==> config.mk <==
export PLATFORM = sky130hd
export DESIGN_NAME = osd_text_and_four_color_attr
export DESIGN_NICKNAME = d
export VERILOG_FILES = /design/src/rtl/osd_pkg.sv /design/src/rtl/osd_text_and_four_color_attr.sv /design/src/rtl/four_colour_pixel.sv /design/src/rtl/colour_lut.sv
export SDC_FILE = /design/constraint.sdc
export NUM_CORES = 1
export LEC_CHECK = 0
export BUFFER_PORTS_ARGS = -buffer_cell sky130_fd_sc_hd__buf_2
export CAP_MARGIN = 20
export CORE_ASPECT_RATIO = 1.25
export CORE_MARGIN = 2
export CORE_UTILIZATION = 40
export CTS_CLUSTER_DIAMETER = 200
export DETAILED_ROUTE_END_ITERATION = 10
export PLACE_DENSITY = 0.56
export SLEW_MARGIN = 25
export SYNTH_ARGS = -nofsm -noshare
export SYNTH_HDL_FRONTEND = slang
export SYNTH_SLANG_ARGS = --single-unit
export TNS_END_PERCENT = 50
==> constraint.sdc <==
create_clock -name clk_sys -period 4.5 [get_ports clk_sys]
set_clock_uncertainty 0.05 [all_clocks]
set_input_delay 0.9 -clock clk_sys [delete_from_list [all_inputs] [get_ports clk_sys]]
set_output_delay 0.9 -clock clk_sys [all_outputs]
set_load 0.1 [all_outputs]
==> src/rtl/osd_pkg.sv <==
package osd_pkg;
  // ==========================================
  // Text stream codes
  localparam logic [7:0] code_ctrl_min = 8'h80;
  localparam logic [7:0] code_ul_on = 8'h01;
  localparam logic [7:0] code_ul_off = 8'h02;
  localparam logic [7:0] code_fl_on = 8'h03;
  localparam logic [7:0] code_fl_off = 8'h04;
  localparam logic [7:0] code_it_on = 8'h05;
  localparam logic [7:0] code_it_off = 8'h06;
  localparam logic [7:0] code_transp = 8'h07;
  localparam logic [7:0] code_shadow = 8'h08;
  localparam logic [7:0] code_end = 8'h0C;
  localparam logic [7:0] code_cr = 8'h0D;
  localparam logic [7:0] code_char_min = 8'h0E;
  // ==========================================
  // Control code field positions
  localparam int fg_lsb = 0;
  localparam int bg_lsb = 3;
  localparam int white_transp_bit = 6;
  localparam int latch_bit = 6;
  localparam int set_lsb = 0;
  // ==========================================
  // Four-colour mode
  localparam int flip_bit = 3;
  localparam logic [3:0] flip_mask = 4'h8;
  // ==========================================
  // Reset values
  localparam logic [2:0] fg_reset = 3'h7;
  localparam logic [2:0] bg_reset = 3'h0;
  localparam logic [2:0] set_reset = 3'h0;
  localparam int clut_colour_bits = 12;
  localparam logic [11:0] clut_reset = 12'h000;
endpackage

==> src/rtl/osd_text_and_four_color_attr.sv <==
`timescale 1ns/1ns
// What this block does
// Colour mode bit enables four-colour rendering
// Four-colour forced off at row start
// Four-colour merges glyph with neighbour plane
// Two-bit pixel picks bg, fg, xor 8
// Even code takes second plane from n+1
// Odd code uses own glyph twice
// Foreground decision from first glyph only
// Colour codes index programmable 4096-colour table
// Text codes fetched by DMA reads
// Overlay colour may override teletext colour
// Fetch starts at programmable text pointer
// Codes below 80h glyph, else control
// After control code read one more
// Software puts one control per character
// Underline, flash, italics on/off codes
// Transparent, shadow, end layer, end line
// Codes 0E-7F drawn from font one/two
// Control code is colour or set by mode
// Colour fields fg, bg, white transparent
// Set fields bits 7-9 and latch
// Non-latched set applies to one character
module osd_text_and_four_color_attr
  import osd_pkg::*;
#(
  parameter int addr_width = 16
) (
  input wire logic clk_sys,
  input wire logic reset_n,
  input wire logic row_start,
  input wire logic color_mode_bit,
  input wire logic color_mode_wr,
  input wire logic char_take,
  input wire logic [9:0] ttx_char_code,
  input wire logic [addr_width-1:0] text_pointer,
  input wire logic layer_start,
  input wire logic osd_mode_charset,
  input wire logic font_select,
  output logic dma_req,
  output logic [addr_width-1:0] dma_addr,
  input wire logic dma_ack,
  input wire logic [7:0] dma_data,
  output logic [9:0] osd_char,
  output logic osd_char_valid,
  output logic osd_font,
  output logic underline,
  output logic flash,
  output logic italics,
  output logic transparent,
  output logic shadow,
  output logic white_transp,
  output logic line_end,
  output logic layer_done,
  output logic [9:0] glyph_a_code,
  output logic [9:0] glyph_b_code,
  output logic four_colour,
  input wire logic plane_a,
  input wire logic plane_b,
  input wire logic [3:0] ttx_fg,
  input wire logic [3:0] ttx_bg,
  input wire logic ttx_pix_valid,
  input wire logic osd_pix_valid,
  input wire logic osd_priority,
  input wire logic clut_wr,
  input wire logic [3:0] clut_index,
  input wire logic [clut_colour_bits-1:0] clut_colour,
  output logic [clut_colour_bits-1:0] pix_colour,
  output logic pix_fg
);
  // ==========================================
  // Parameter limits
  // The fetch pointer must be at least one byte wide
  // and no wider than the processor's address space
  if (addr_width < 8 || addr_width > 32) begin : g_bad_width
    $error("addr_width out of range");
  end

  // ==========================================
  // Four-colour attribute state
  logic fc_active; // Four-colour on in this row
  // Row start clears before any new attribute write;
  // a write in the same cycle as a row start is lost
  always_ff @(posedge clk_sys or negedge reset_n) begin
    if (!reset_n) begin
      fc_active <= 1'b0;
    end else if (row_start) begin
      fc_active <= 1'b0;
    end else if (color_mode_wr) begin
      fc_active <= color_mode_bit;
    end
  end

  // ==========================================
  // Glyph plane addressing for teletext characters
  // Even codes pair with the next glyph, odd codes
  // pair with themselves; a colour mode write in the
  // take cycle applies to that very character
  always_ff @(posedge clk_sys or negedge reset_n) begin
    if (!reset_n) begin
      glyph_a_code <= 10'h000;
      glyph_b_code <= 10'h000;
      four_colour <= 1'b0;
    end else if (row_start) begin
      four_colour <= 1'b0;
    end else if (char_take) begin
      glyph_a_code <= ttx_char_code;
      four_colour <= color_mode_wr ? color_mode_bit : fc_active;
      if (!ttx_char_code[0]) begin
        glyph_b_code <= ttx_char_code + 10'h001;
      end else begin
        glyph_b_code <= ttx_char_code;
      end
    end
  end

  // ==========================================
  // Pixel colour path
  logic [3:0] fc_code; // Combined colour code
  logic fc_is_fg; // Foreground from first plane
  logic [3:0] sel_code; // Code after layer priority
  logic [clut_colour_bits-1:0] lut_colour; // Looked-up colour
  logic [3:0] osd_code; // Overlay colour code

  // Teletext pixel colour, two or four colours
  four_colour_pixel u_fc (
    .four_colour(four_colour),
    .plane_a(plane_a),
    .plane_b(plane_b),
    .fg_code(ttx_fg),
    .bg_code(ttx_bg),
    .pix_code(fc_code),
    .pix_is_fg(fc_is_fg)
  );

  // Overlay colour from current fg/bg state
  // Overlay codes use the lower half of the table
  logic [2:0] fg_rgb;
  logic [2:0] bg_rgb;
  assign osd_code = plane_a ? {1'b0, fg_rgb} : {1'b0, bg_rgb};

  // Overlay wins when enabled, drawing and not transparent
  always_comb begin
    if (osd_pix_valid && osd_priority && !transparent) begin
      sel_code = osd_code;
    end else if (ttx_pix_valid) begin
      sel_code = fc_code;
    end else begin
      sel_code = osd_code;
    end
  end

  // Sixteen programmable entries, 12 bits each
  colour_lut u_lut (
    .clk_sys(clk_sys),
    .reset_n(reset_n),
    .wr_en(clut_wr),
    .wr_index(clut_index),
    .wr_colour(clut_colour),
    .rd_index(sel_code),
    .rd_colour(lut_colour)
  );

  // Registered pixel outputs
  // One cycle from pixel inputs to colour out
  always_ff @(posedge clk_sys or negedge reset_n) begin
    if (!reset_n) begin
      pix_colour <= clut_reset;
      pix_fg <= 1'b0;
    end else begin
      pix_colour <= lut_colour;
      pix_fg <= fc_is_fg;
    end
  end

  // ==========================================
  // Text stream fetch machine
  typedef enum logic [1:0] {
    st_idle,
    st_fetch,
    st_wait_take
  } fetch_e;
  fetch_e state;
  logic ctrl_seen; // Control code preceded this read
  // Requests stay up until a code is read; a control
  // code keeps them up for one more read, so the code
  // after it arrives with no help from the display
  // A second control code in a row ends the read
  // like a character would

  always_ff @(posedge clk_sys or negedge reset_n) begin
    if (!reset_n) begin
      state <= st_idle;
      dma_req <= 1'b0;
      dma_addr <= '0;
      ctrl_seen <= 1'b0;
    end else begin
      unique case (state)
        st_idle: begin
          if (layer_start) begin
            dma_addr <= text_pointer;
            dma_req <= 1'b1;
            ctrl_seen <= 1'b0;
            state <= st_fetch;
          end
        end
        st_fetch: begin
          if (dma_ack) begin
            dma_addr <= dma_addr + 1'b1;
            if (dma_data >= code_ctrl_min && !ctrl_seen) begin
              ctrl_seen <= 1'b1;
            end else if (dma_data == code_end) begin
              dma_req <= 1'b0;
              state <= st_idle;
            end else begin
              ctrl_seen <= 1'b0;
              dma_req <= 1'b0;
              state <= st_wait_take;
            end
          end
        end
        st_wait_take: begin
          if (layer_start) begin
            dma_addr <= text_pointer;
            ctrl_seen <= 1'b0;
            dma_req <= 1'b1;
            state <= st_fetch;
          end else if (char_take) begin
            dma_req <= 1'b1;
            state <= st_fetch;
          end
        end
        // Unused state code: drop the request, go idle
        default: begin
          dma_req <= 1'b0;
          state <= st_idle;
        end
      endcase
    end
  end

  // ==========================================
  // Code decode
  logic [2:0] set_latched; // Latched character set
  logic [2:0] set_once; // One-shot character set
  logic set_once_valid; // One-shot pending
  logic got; // Code read this cycle
  assign got = (state == st_fetch) && dma_ack;

  // Attribute and colour state
  // Plain codes below the glyph range change only
  // the attribute they name, except that 07 also clears
  // shadow and 08 also sets transparent; control codes
  // in colour mode reload all three colour fields
  always_ff @(posedge clk_sys or negedge reset_n) begin
    if (!reset_n) begin
      underline <= 1'b0;
      flash <= 1'b0;
      italics <= 1'b0;
      transparent <= 1'b0;
      shadow <= 1'b0;
      white_transp <= 1'b0;
      fg_rgb <= fg_reset;
      bg_rgb <= bg_reset;
    end else if (got) begin
      unique case (dma_data)
        code_ul_on: underline <= 1'b1;
        code_ul_off: underline <= 1'b0;
        code_fl_on: flash <= 1'b1;
        code_fl_off: flash <= 1'b0;
        code_it_on: italics <= 1'b1;
        code_it_off: italics <= 1'b0;
        code_transp: begin
          transparent <= 1'b1;
          shadow <= 1'b0;
        end
        code_shadow: begin
          transparent <= 1'b1;
          shadow <= 1'b1;
        end
        default: begin
          if (dma_data >= code_ctrl_min && !osd_mode_charset) begin
            fg_rgb <= dma_data[fg_lsb +: 3];
            bg_rgb <= dma_data[bg_lsb +: 3];
            white_transp <= dma_data[white_transp_bit];
          end
        end
      endcase
    end
  end

  // Character set selection
  // A latched set stays until the next latched code;
  // a one-shot set lasts only until the next code below 80h
  always_ff @(posedge clk_sys or negedge reset_n) begin
    if (!reset_n) begin
      set_latched <= set_reset;
      set_once <= set_reset;
      set_once_valid <= 1'b0;
    end else if (got) begin
      if (dma_data >= code_ctrl_min && osd_mode_charset) begin
        if (dma_data[latch_bit]) begin
          set_latched <= dma_data[set_lsb +: 3];
          set_once_valid <= 1'b0;
        end else begin
          set_once <= dma_data[set_lsb +: 3];
          set_once_valid <= 1'b1;
        end
      end else if (dma_data < code_ctrl_min) begin
        set_once_valid <= 1'b0;
      end
    end
  end

  // Character and line outputs
  // Pulses last one cycle; codes 00 and 09-0B are
  // read and dropped
  always_ff @(posedge clk_sys or negedge reset_n) begin
    if (!reset_n) begin
      osd_char <= 10'h000;
      osd_char_valid <= 1'b0;
      osd_font <= 1'b0;
      line_end <= 1'b0;
      layer_done <= 1'b0;
    end else begin
      osd_char_valid <= 1'b0;
      line_end <= 1'b0;
      layer_done <= 1'b0;
      if (got && dma_data < code_ctrl_min) begin
        if (dma_data >= code_char_min) begin
          osd_char <= {set_once_valid ? set_once : set_latched,
                       dma_data[6:0]};
          osd_font <= font_select;
          osd_char_valid <= 1'b1;
        end else if (dma_data == code_cr) begin
          line_end <= 1'b1;
        end else if (dma_data == code_end) begin
          layer_done <= 1'b1;
        end
      end
    end
  end
endmodule // osd_text_and_four_color_attr

==> src/rtl/four_colour_pixel.sv <==
`timescale 1ns/1ns
// Four-colour pixel combiner
module four_colour_pixel
  import osd_pkg::*;
(
  input wire logic four_colour,
  input wire logic plane_a,
  input wire logic plane_b,
  input wire logic [3:0] fg_code,
  input wire logic [3:0] bg_code,
  output logic [3:0] pix_code,
  output logic pix_is_fg
);
  // ==========================================
  // Colour allocation
  always_comb begin
    pix_is_fg = plane_a;
    if (!four_colour) begin
      pix_code = plane_a ? fg_code : bg_code;
    end else begin
      unique case ({plane_a, plane_b})
        2'b00: pix_code = bg_code;
        2'b10: pix_code = fg_code;
        2'b01: pix_code = bg_code ^ flip_mask;
        default: pix_code = fg_code ^ flip_mask;
      endcase
    end
  end
endmodule // four_colour_pixel

==> src/rtl/colour_lut.sv <==
`timescale 1ns/1ns
// Programmable colour lookup table
module colour_lut
  import osd_pkg::*;
(
  input wire logic clk_sys,
  input wire logic reset_n,
  input wire logic wr_en,
  input wire logic [3:0] wr_index,
  input wire logic [clut_colour_bits-1:0] wr_colour,
  input wire logic [3:0] rd_index,
  output logic [clut_colour_bits-1:0] rd_colour
);
  logic [clut_colour_bits-1:0] table_mem [16]; // One of 4096 each
  // ==========================================
  // Entry writes
  always_ff @(posedge clk_sys or negedge reset_n) begin
    if (!reset_n) begin
      for (int i = 0; i < 16; i++) begin
        table_mem[i] <= clut_reset;
      end
    end else if (wr_en) begin
      table_mem[wr_index] <= wr_colour;
    end
  end
  assign rd_colour = table_mem[rd_index];
endmodule // colour_lut

Yosys cells after proc, flatten, opt, wreduce, memory -nomap -nowiden --
Cells that the tools add are included.
Cells by class: add/sub/neg operators 2, order comparisons 6, equality and inequality tests 20, muxes and demuxes 55, bitwise logic cells 7, reduce and logical (&&, ||, !) cells 37
Operators by type and width (number):
- $bwmux 192 | 1
- $bmux 12 s4 | 1
- $demux 12 s4 | 1
- $mux 12 | 3
- $eq 8x3->1 const B | 4
- $mux 16 | 2
- $pmux 16 s2 | 1
- $mux 1 | 25
- $eq 8x4->1 const B | 3
- $add 16x1->16 const B | 1
- $eq 8x2->1 const B | 2
- $mux 4 | 4
- $reduce_and 2->1 | 8
- $reduce_bool 2->1 | 7
- $mux 2 | 6
- $pmux 4 s3 | 1
- $reduce_and 3->1 | 4
- $add 10x1->10 const B | 1
- $ge 5x5->1 const B | 2
- $mux 10 | 1
- $not 4->5 | 2
- $pmux 1 s2 | 5
- $eq 8x1->1 const B | 1
- $ge 8x4->1 const B | 1
- other kinds (18) | 40
Word-level totals: register bits 280, input bits 74, output and inout bits 71, word-level logic and storage cells 169

Longest topological paths before layout --
Gate-level depths: netlist of the first run.
word-level depth 9, mapped depth 9, mapped depth without buffers 6

Modules after synthesis --
Synthesis of the first run repeated with hierarchy kept, for this count alone.
Unflattened totals: cells, all modules 913, area total of the unflattened synthesis 12658.4 um^2
By module, submodules not included:
- colour_lut | instances 1, cells an instance 543, area an instance 8677.1 um^2, sequential area each 4804.6 um^2
- osd_text_and_four_color_attr | instances 1, cells an instance 363, area an instance 3917.5 um^2, sequential area each 2205.9 um^2
- four_colour_pixel | instances 1, cells an instance 7, area an instance 63.8 um^2, sequential area each 0.0 um^2

Least setup slack after synthesis of the first run --
OpenSTA, ideal clock, no wires.
path kind register to register, start reg transparent, end reg pix_colour[11], library setup time 138 ps, data arrival time 2757 ps, data required time 4312 ps, setup slack 1554 ps, stages on the path, launching flop included 9, path buffers 3, period minus slack after synthesis 2946 ps, cells stage by stage dfrtp_1 > nand3b_4 > nand2_4 > mux4_2 > buf_6 > buf_6 > clkbuf_1 > a311oi_1 > or4_1
Between the ends: word-level cells in the longest chain between the ends 7
RTL lines:
- start, declared | line osd_text_and_four_color_attr.sv:50 | output logic transparent,
- start signal, assigned | line osd_text_and_four_color_attr.sv:260 | transparent <= 1'b0;
- start signal, assigned | line osd_text_and_four_color_attr.sv:274 | transparent <= 1'b1;
- start signal, assigned | line osd_text_and_four_color_attr.sv:278 | transparent <= 1'b1;
- $logic_not 1->1 | line osd_text_and_four_color_attr.sv:144 | if (osd_pix_valid && osd_priority && !transparent) begin
- $logic_and 1x1->1 | line osd_text_and_four_color_attr.sv:144
- $mux 4 | line osd_text_and_four_color_attr.sv:144
- $not 4->5 (not written as such) | line colour_lut.sv:26 | assign rd_colour = table_mem[rd_index];
- $bmux 12 s4 | line colour_lut.sv:26
- $mux 12 (not written as such) (2 in series) | line colour_lut.sv:26
- named net lut_colour[11] | line osd_text_and_four_color_attr.sv:122 | logic [clut_colour_bits-1:0] lut_colour;
- end signal, assigned | line osd_text_and_four_color_attr.sv:168 | pix_colour <= clut_reset;
- end signal, assigned | line osd_text_and_four_color_attr.sv:171 | pix_colour <= lut_colour;
- end, declared | line osd_text_and_four_color_attr.sv:68 | output logic [clut_colour_bits-1:0] pix_colour,
The timed path passes the listed nets, and every way through them passes these cells. The select of a mux whose other input is x is not followed. A chain may end at the register's enable or synchronous reset.

Worst setup path after layout of the first run --
start reg transparent, end reg pix_colour[4]
Same word-level chain as after synthesis.

==> results of run 1 <==
## flip-flops by register name, summed over array words and instances (netlist names), 2 cells and up
| signal | cells |
|---|---|
| pix_colour | 12 |
| set_latched | 3 |
| fg_rgb | 3 |
| glyph_b_code | 10 |
| dma_addr | 16 |
| u_lut.table_mem | 192 |
| bg_rgb | 3 |
| glyph_a_code | 10 |
| state | 2 |
| osd_char | 10 |
| set_once | 3 |
## metal layers
layer | vias up | wire length, µm | share of wire [%] | global-route usage [%]
met3 | 60 | 1640 | 5.0 | 3.38
met2 | 216 | 16300 | 50 | 34.6
met5 | - | 13 | 0.040 | 0
met1 | 4495 | 13900 | 42 | 25.3
li1 | 4098 | - | - | -
met4 | 2 | 952 | 2.9 | 7.42
## metrics by stage
step / setup slack [ps] / hold slack, ps
after floorplan: 1550 / 421
after global placement: 1010 / 397
after detailed placement: 951 / 399
after CTS: 1480 / 414
after global routing: 1320 / 445
final: 1480 / 344
## final cells by class
cell class                 count  area, µm²
antenna                        3       7.51
clock buffer                  39        803
clock inverter                 9        145
fill                        2963      16800
inverter                       7       26.3
multi-input combinational    695       5410
sequential                   280       7010
tap                          412        515
timing repair buffer         160        901
## power by group
group	internal [mW]	total (mW)	switching (mW)
sequential	3.21	3.63	0.417
clock	1.46	2.45	0.982
combinational	1.05	3.69	2.64
## cell families after synthesis
logic type / count (synthesis) / synth area share (%)
multiplexers: 256 / 22.4
flip-flops: 280 / 55.1
adder cells (fa/ha/maj): 1 / 0.0983
AND/OR/NAND/NOR: 267 / 10.5
buffers and inverters: 86 / 2.85
AO/OA/AOI/OAI: 170 / 8.99
XOR/XNOR: 1 / 0.0688
## layout by cell type (no fill, tap or decap), drive strengths merged, types with 2 or more instances in the layout
| cell | instances |
|---|---|
| dfrtp | 277 |
| mux2 | 212 |
| buf | 160 |
| nand2 | 104 |
| a211oi | 57 |
| and3 | 44 |
| mux2i | 42 |
| clkbuf | 39 |
| nand3 | 35 |
| a21oi | 33 |
| nor2 | 31 |
| o21ai | 28 |
| a311oi | 24 |
| o22ai | 16 |
| nand2b | 14 |
| or4 | 12 |
| inv | 7 |
| clkinv | 5 |
| nand3b | 5 |
| nor2b | 4 |
| or3 | 4 |
| and2 | 4 |
| bufinv | 4 |
| diode | 3 |
| nand4 | 3 |
| dfstp | 3 |
| nor3 | 2 |
| o31ai | 2 |
| a21o | 2 |
| a22o | 2 |
| mux4 | 2 |
## final timing paths
| kind | from | to | slack [ps] |
|---|---|---|---|
| max | transparent$_DFFE_PN0P_ | pix_colour[4]$_DFF_PN0_ | 1480 |
| min | reset_n | u_lut.table_mem[54]$_DFFE_PN0P_ | 340 |
| max reg2reg | transparent$_DFFE_PN0P_ | pix_colour[4]$_DFF_PN0_ | 1480 |
| min reg2reg | glyph_b_code[0]$_DFFE_PN0P_ | glyph_b_code[0]$_DFFE_PN0P_ | 410 |
| max in group asynchronous | reset_n | fg_rgb[0]$_DFFE_PN1P_ | 3020 |
| min in group clk_sys | glyph_b_code[0]$_DFFE_PN0P_ | glyph_b_code[0]$_DFFE_PN0P_ | 410 |
==> metrics.md, run 1 <==
| Metric | Value |
|---|---|
| Commonest cells post-synth | dfrtp_1, mux2_2, nand2_1 |
| Final antenna-violating net count | 0 |
| First-pass GRT wire length | 51.9 mm |
| Antenna violations before repair | 5 |
| Gr usage total | 20.1% |
| Worst R2R Path Depth | 7 |
| Via density | 5.53 |
| Setup bufs post-CTS | 0 |
| DP HPWL | 21.0 mm |
| Die X | 164 µm |
| Flops & latches, synth | 280 |
| CP Max Fanout | 36 |
| Rel. slew slack | 27.1% |
| RSZ-0062 raised after global routing | no |
| Largest net degree at the start of global routing | 112 |
| Status | complete, no violations |
| Grt total ovfl | 0 |
| Final Hold Violating Endpoints | 0 |
| CTS tree | done |
| Resized cells post-CTS | 0 |
| Clock Sink Count | 280 |
| Power Dens Cells | 659 nW/µm² |
| Leakage Power | 6.71 nW |
| Clock root buffer | clkbuf_16 |
| Gate Count Post-Synth | 1,061 |
| Die H | 203 µm |
| Final period util | 67.1% |
| Share of cells above drive strength 1 | 36.5% |
| Tmin final | 3020 ps |
| Clock transition at path regs | 60 ps |
| CTS Buf Count | 29 |
| CP Capture Type | flop |
| Critical Path, Cell by Cell | nand3b_4 > nand2_4 > mux4_4 > buf_4 > a211oi_1 > a311oi_1 > or4_1 |
| CTS Hold Bufs | 0 |
| Initial DRC count | 480 |
| Crit start category | flop |
| Avg Inst Size Synth | 12.0 µm² |
| Clk Latency, worst-skew pair | 550 ps |
| Largest cells by area after synthesis | dfrtp_1, mux2_2, a211oi_1 |
| Top-count cell post-synth | dfrtp_1 |
| Area growth syn-to-layout | 16.4% |
| IO Port Bufs | 144 |
| Core area | 31,600 µm² |
| Top_reg_cell synth | dfrtp_1 |
| Crit path arrival time | 3380 ps |
| Sequential area share after synthesis | 55.1% |
| Distinct cell type count after synthesis | 46 |
| Fin cells | 1,605 |
| H-tree depth | 1 |
| Num rows | 73 |
| Via count of the routed design | 8,871 |
| Critical path depth | 7 |
| Post-synth EDFFs | 0 |
| Cell count after placement | 1,554 |
| Synth warn | 0 |
| CP required | 4860 ps |
| Max Cap Viol | 0 |
| Max Freq | 331 MHz |
| Wire per inst | 20.4 µm |
| Setup TNS | 0 ps |
| Routability cong. | 0.854 |
| Residual DRC | 0 |
| Total chip power | 9.76 mW |
| Worst setup path category | flop to flop |
| Peak VDD IR | 0.716 mV |
| Cell family with most CP delay | multiplexers |
| Initial Utilization | 40.3% |
| CP Buf/Inv Count | 1 |
| Syn_nets | 1,136 |
| Nets | 1,248 |
| Fin area | 14,800 µm² |
| Synth top area share | 54.5% |
| Routed wire length | 32.8 mm |
| Synth async-reset ratio | 100% |
| Setup violations, final | 0 |
| Worst-Margin Slew | 1090 ps |
| First-pass DRT Iterations | 5 |
| Dpl cell area | 13,800 µm² |
| Area leader, netlist | dfrtp_1 |
| Area of the die | 33,300 µm² |
| Crit-path slowest cell | mux4_4 |
| I/O pin total | 145 |
| Pins over their slew limit | 0 |
| Mapped Area | 12,700 µm² |
| Post-layout util | 46.9% |
| Vias in the first global route | 9,151 |
| Clock Path Buffers | 3 |
| CP peak stage delay | 950 ps |
| Hold Crit Class | input port to asynchronous set/reset pin |
No activity file was read; power rests on OpenSTA's default activity.
==> inputs of run 2 (changes only) <==
Clock period 4.5 ns to 3 ns, I/O delays scaled along.
==> metrics.md, run 2 (synthesis results as in run 1) <==
| Metric | Value |
|---|---|
| Max Freq | 376 MHz (was 331 MHz) |
| Num rows | 73 (unchanged) |
| Largest net degree at the start of global routing | 65 (was 112) |
| Clk Latency, worst-skew pair | 540 ps (was 550 ps) |
| H-tree depth | 1 (unchanged) |
| Setup bufs post-CTS | 0 (unchanged) |
| Most common cell after layout, fill and taps aside | dfrtp_1 (unchanged) |
| Via count of the routed design | 8,936 (was 8,871) |
| Dpl cell area | 14,100 µm² (was 13,800 µm²) |
| GRT met3 Usage | 3.70% (was 3.38%) |
| Die X | 164 µm (unchanged) |
| Resized cells post-CTS | 0 (unchanged) |
| RSZ-0062 raised after global routing | no (unchanged) |
| Final antenna-violating net count | 0 (unchanged) |
| Status | complete, no violations (unchanged) |
| Crit path arrival time | 3010 ps (was 3380 ps) |
| Core area | 31,600 µm² (unchanged) |
| Area growth syn-to-layout | 18.1% (was 16.4%) |
| Vias in the first global route | 9,477 (was 9,151) |
| Commonest cells after routing, fill and taps aside | dfrtp_1, mux2_2, buf_2 (unchanged) |
| Grt total ovfl | 0 (unchanged) |
| Hold Crit Class | input port to flop (was input port to asynchronous set/reset pin) |
| Comb power frac | 38.6% (was 37.8%) |
| Pint | 8.58 mW (was 5.73 mW) |
| Pins over their slew limit | 0 (unchanged) |
| Rel. slew slack | 34.4% (was 27.1%) |
| Tmin final | 2660 ps (was 3020 ps) |
| Switch Pwr | 6.08 mW (was 4.04 mW) |
| Largest Register | u_lut.table_mem (unchanged) |
| Residual DRC | 0 (unchanged) |
| Number of fill cells in the layout | 2,951 (was 2,963) |
| Clock transition at path regs | 60 ps (about the same) |
| Internal reg-to-reg setup slack | 340 ps (was 1480 ps) |
| Final Hold Violating Endpoints | 0 (unchanged) |
| I/O pin total | 145 (unchanged) |
| Fin area | 15,000 µm² (was 14,800 µm²) |
| Cell family with most CP delay | multiplexers (unchanged) |
| Leading registers by flop count | u_lut.table_mem x192, dma_addr x16, pix_colour x12 (unchanged) |
| CP required | 3350 ps (was 4860 ps) |
| Area of the die | 33,300 µm² (unchanged) |
| Clock Power Share | 24.4% (was 25.1%) |
| CTS tree | done (unchanged) |
| Power Dens Cells | 976 nW/µm² (was 659 nW/µm²) |
| Peak VDD IR | 1.02 mV (was 0.716 mV) |
| Wire per inst | 20.4 µm (about the same) |
| Worst setup path category | flop to flop (unchanged) |
| Worst-Margin Slew | 984 ps (was 1090 ps) |
| First-pass DRT Iterations | 4 (was 5) |
| First-pass GRT wire length | 53.6 mm (was 51.9 mm) |
| Clock root buffer | clkbuf_16 (unchanged) |
| Final period util | 88.7% (was 67.1%) |
| Multi-input logic area | 5380 µm² (was 5410 µm²) |
| Crit start category | flop (unchanged) |
| Net Sw Frac | 41.5% (was 41.3%) |
| Flop pwr share | 37.0% (was 37.1%) |
| CP peak stage delay | 710 ps (was 950 ps) |
| DP HPWL | 21.5 mm (was 21.0 mm) |
| Die H | 203 µm (unchanged) |
| Max Cap Viol | 0 (unchanged) |
| CP Max Fanout | 47 (was 36) |
| Setup TNS | 0 ps (unchanged) |
| CP Buf/Inv Count | 1 (unchanged) |
| Flip-flop and latch area | 7010 µm² (unchanged) |
| CP Capture Type | flop (unchanged) |
| Met2 usage | 36.4% (was 34.6%) |
| Clock Path Buffers | 3 (unchanged) |
| Grt met1 use | 25.8% (was 25.3%) |
| Initial Utilization | 40.3% (unchanged) |
| Routability cong. | 0.831 (was 0.854) |
| Routed wire length | 33.2 mm (was 32.8 mm) |
| Busiest layer in global routing | met2 (unchanged) |
| Via density | 5.49 (was 5.53) |
| Share of cells above drive strength 1 | 37.2% (was 36.5%) |
| Critical Path, Cell by Cell | nand3b_4 > nand2_4 > mux4_4 > buf_12 > mux2i_1 > o22ai_1 > or4_1 (was nand3b_4 > nand2_4 > mux4_4 > buf_4 > a211oi_1 > a311oi_1 > or4_1) |
| Clock Sink Count | 280 (unchanged) |
| Nets | 1,271 (was 1,248) |
| Initial DRC count | 331 (was 480) |
| CTS Buf Count | 29 (unchanged) |
| Crit-path slowest cell | mux4_4 (unchanged) |
| Antenna violations before repair | 4 (was 5) |
| Max FFs per register | 192 (unchanged) |
| IO Port Bufs | 144 (unchanged) |
| Gr usage total | 20.5% (was 20.1%) |
| Leakage Power | 6.85 nW (was 6.71 nW) |
| CTS Hold Bufs | 1 (was 0) |
| Setup violations, final | 0 (unchanged) |
[run 2: cell type report]
| class | count | area share, % |
|---|---|---|
| antenna | 2 | 0.0333 |
| clock buffer | 44 | 5.94 |
| clock inverter | 6 | 0.366 |
| inverter | 7 | 0.175 |
| multi-input combinational | 695 | 35.8 |
| sequential | 280 | 46.7 |
| tap | 412 | 3.43 |
| timing repair buffer | 183 | 7.58 |
[run 2: worst register-to-register path: cells and delay by family (launching register included)]
family,cells,cell delay (ps)
buffers and inverters,1,230
muxes,2,920
AOI/OAI and AO/OA,1,90
DFF,1,390
and+or+nand+nor,3,840
[run 2: path summary, 6_finish.rpt]
kind                                                  start                               end  cells past startpoint
worst min-delay path                       ttx_char_code[0]       glyph_a_code[0]$_DFFE_PN0P_                      3
worst max register to register      transparent$_DFFE_PN0P_           pix_colour[7]$_DFF_PN0_                      7
worst min register to register  glyph_b_code[0]$_DFFE_PN0P_       glyph_b_code[0]$_DFFE_PN0P_                      1
min in group asynchronous                           reset_n  u_lut.table_mem[186]$_DFFE_PN0P_                      2
worst max-delay path                transparent$_DFFE_PN0P_           pix_colour[7]$_DFF_PN0_                      7
max in group asynchronous                           reset_n           osd_char[0]$_DFFE_PN0P_                      3
[run 2: through the flow]
step | hold slack, ps | std cells | utilization (%) | worst slack [ps] | total power [mW]
2_1_floorplan | 254 | 1061 | - | 54.3 | 9.85
3_3_place_gp | 400 | 1576 | 44.5 | 149 | 11.1
3_5_place_dp | 407 | 1576 | 44.5 | 98.6 | 11.2
4_1_cts | 183 | 1627 | 47.5 | 324 | 14.8
5_1_grt | 192 | 1628 | 47.5 | 189 | 15.4
6_report | 203 | 1629 | 47.5 | 340 | 14.7
[run 2: layer usage]
| metal | part of all wire (%) | vias to the layer above |
|---|---|---|
| met2 | 50 | 206 |
| li1 | - | 4142 |
| met3 | 5.0 | 59 |
| met5 | 0.042 | - |
| met4 | 2.4 | 4 |
| met1 | 42 | 4525 |
[run 2: power by group through the flow]
stage	Sequential, mW	Clock [mW]	Combinational (mW)
CTS	5.43	3.67	5.69
global placement	5.49	0	5.61
global route	5.57	3.81	6.04
floorplan	7.57	0	2.28
detailed placement	5.49	0	5.68
finish	5.43	3.57	5.66
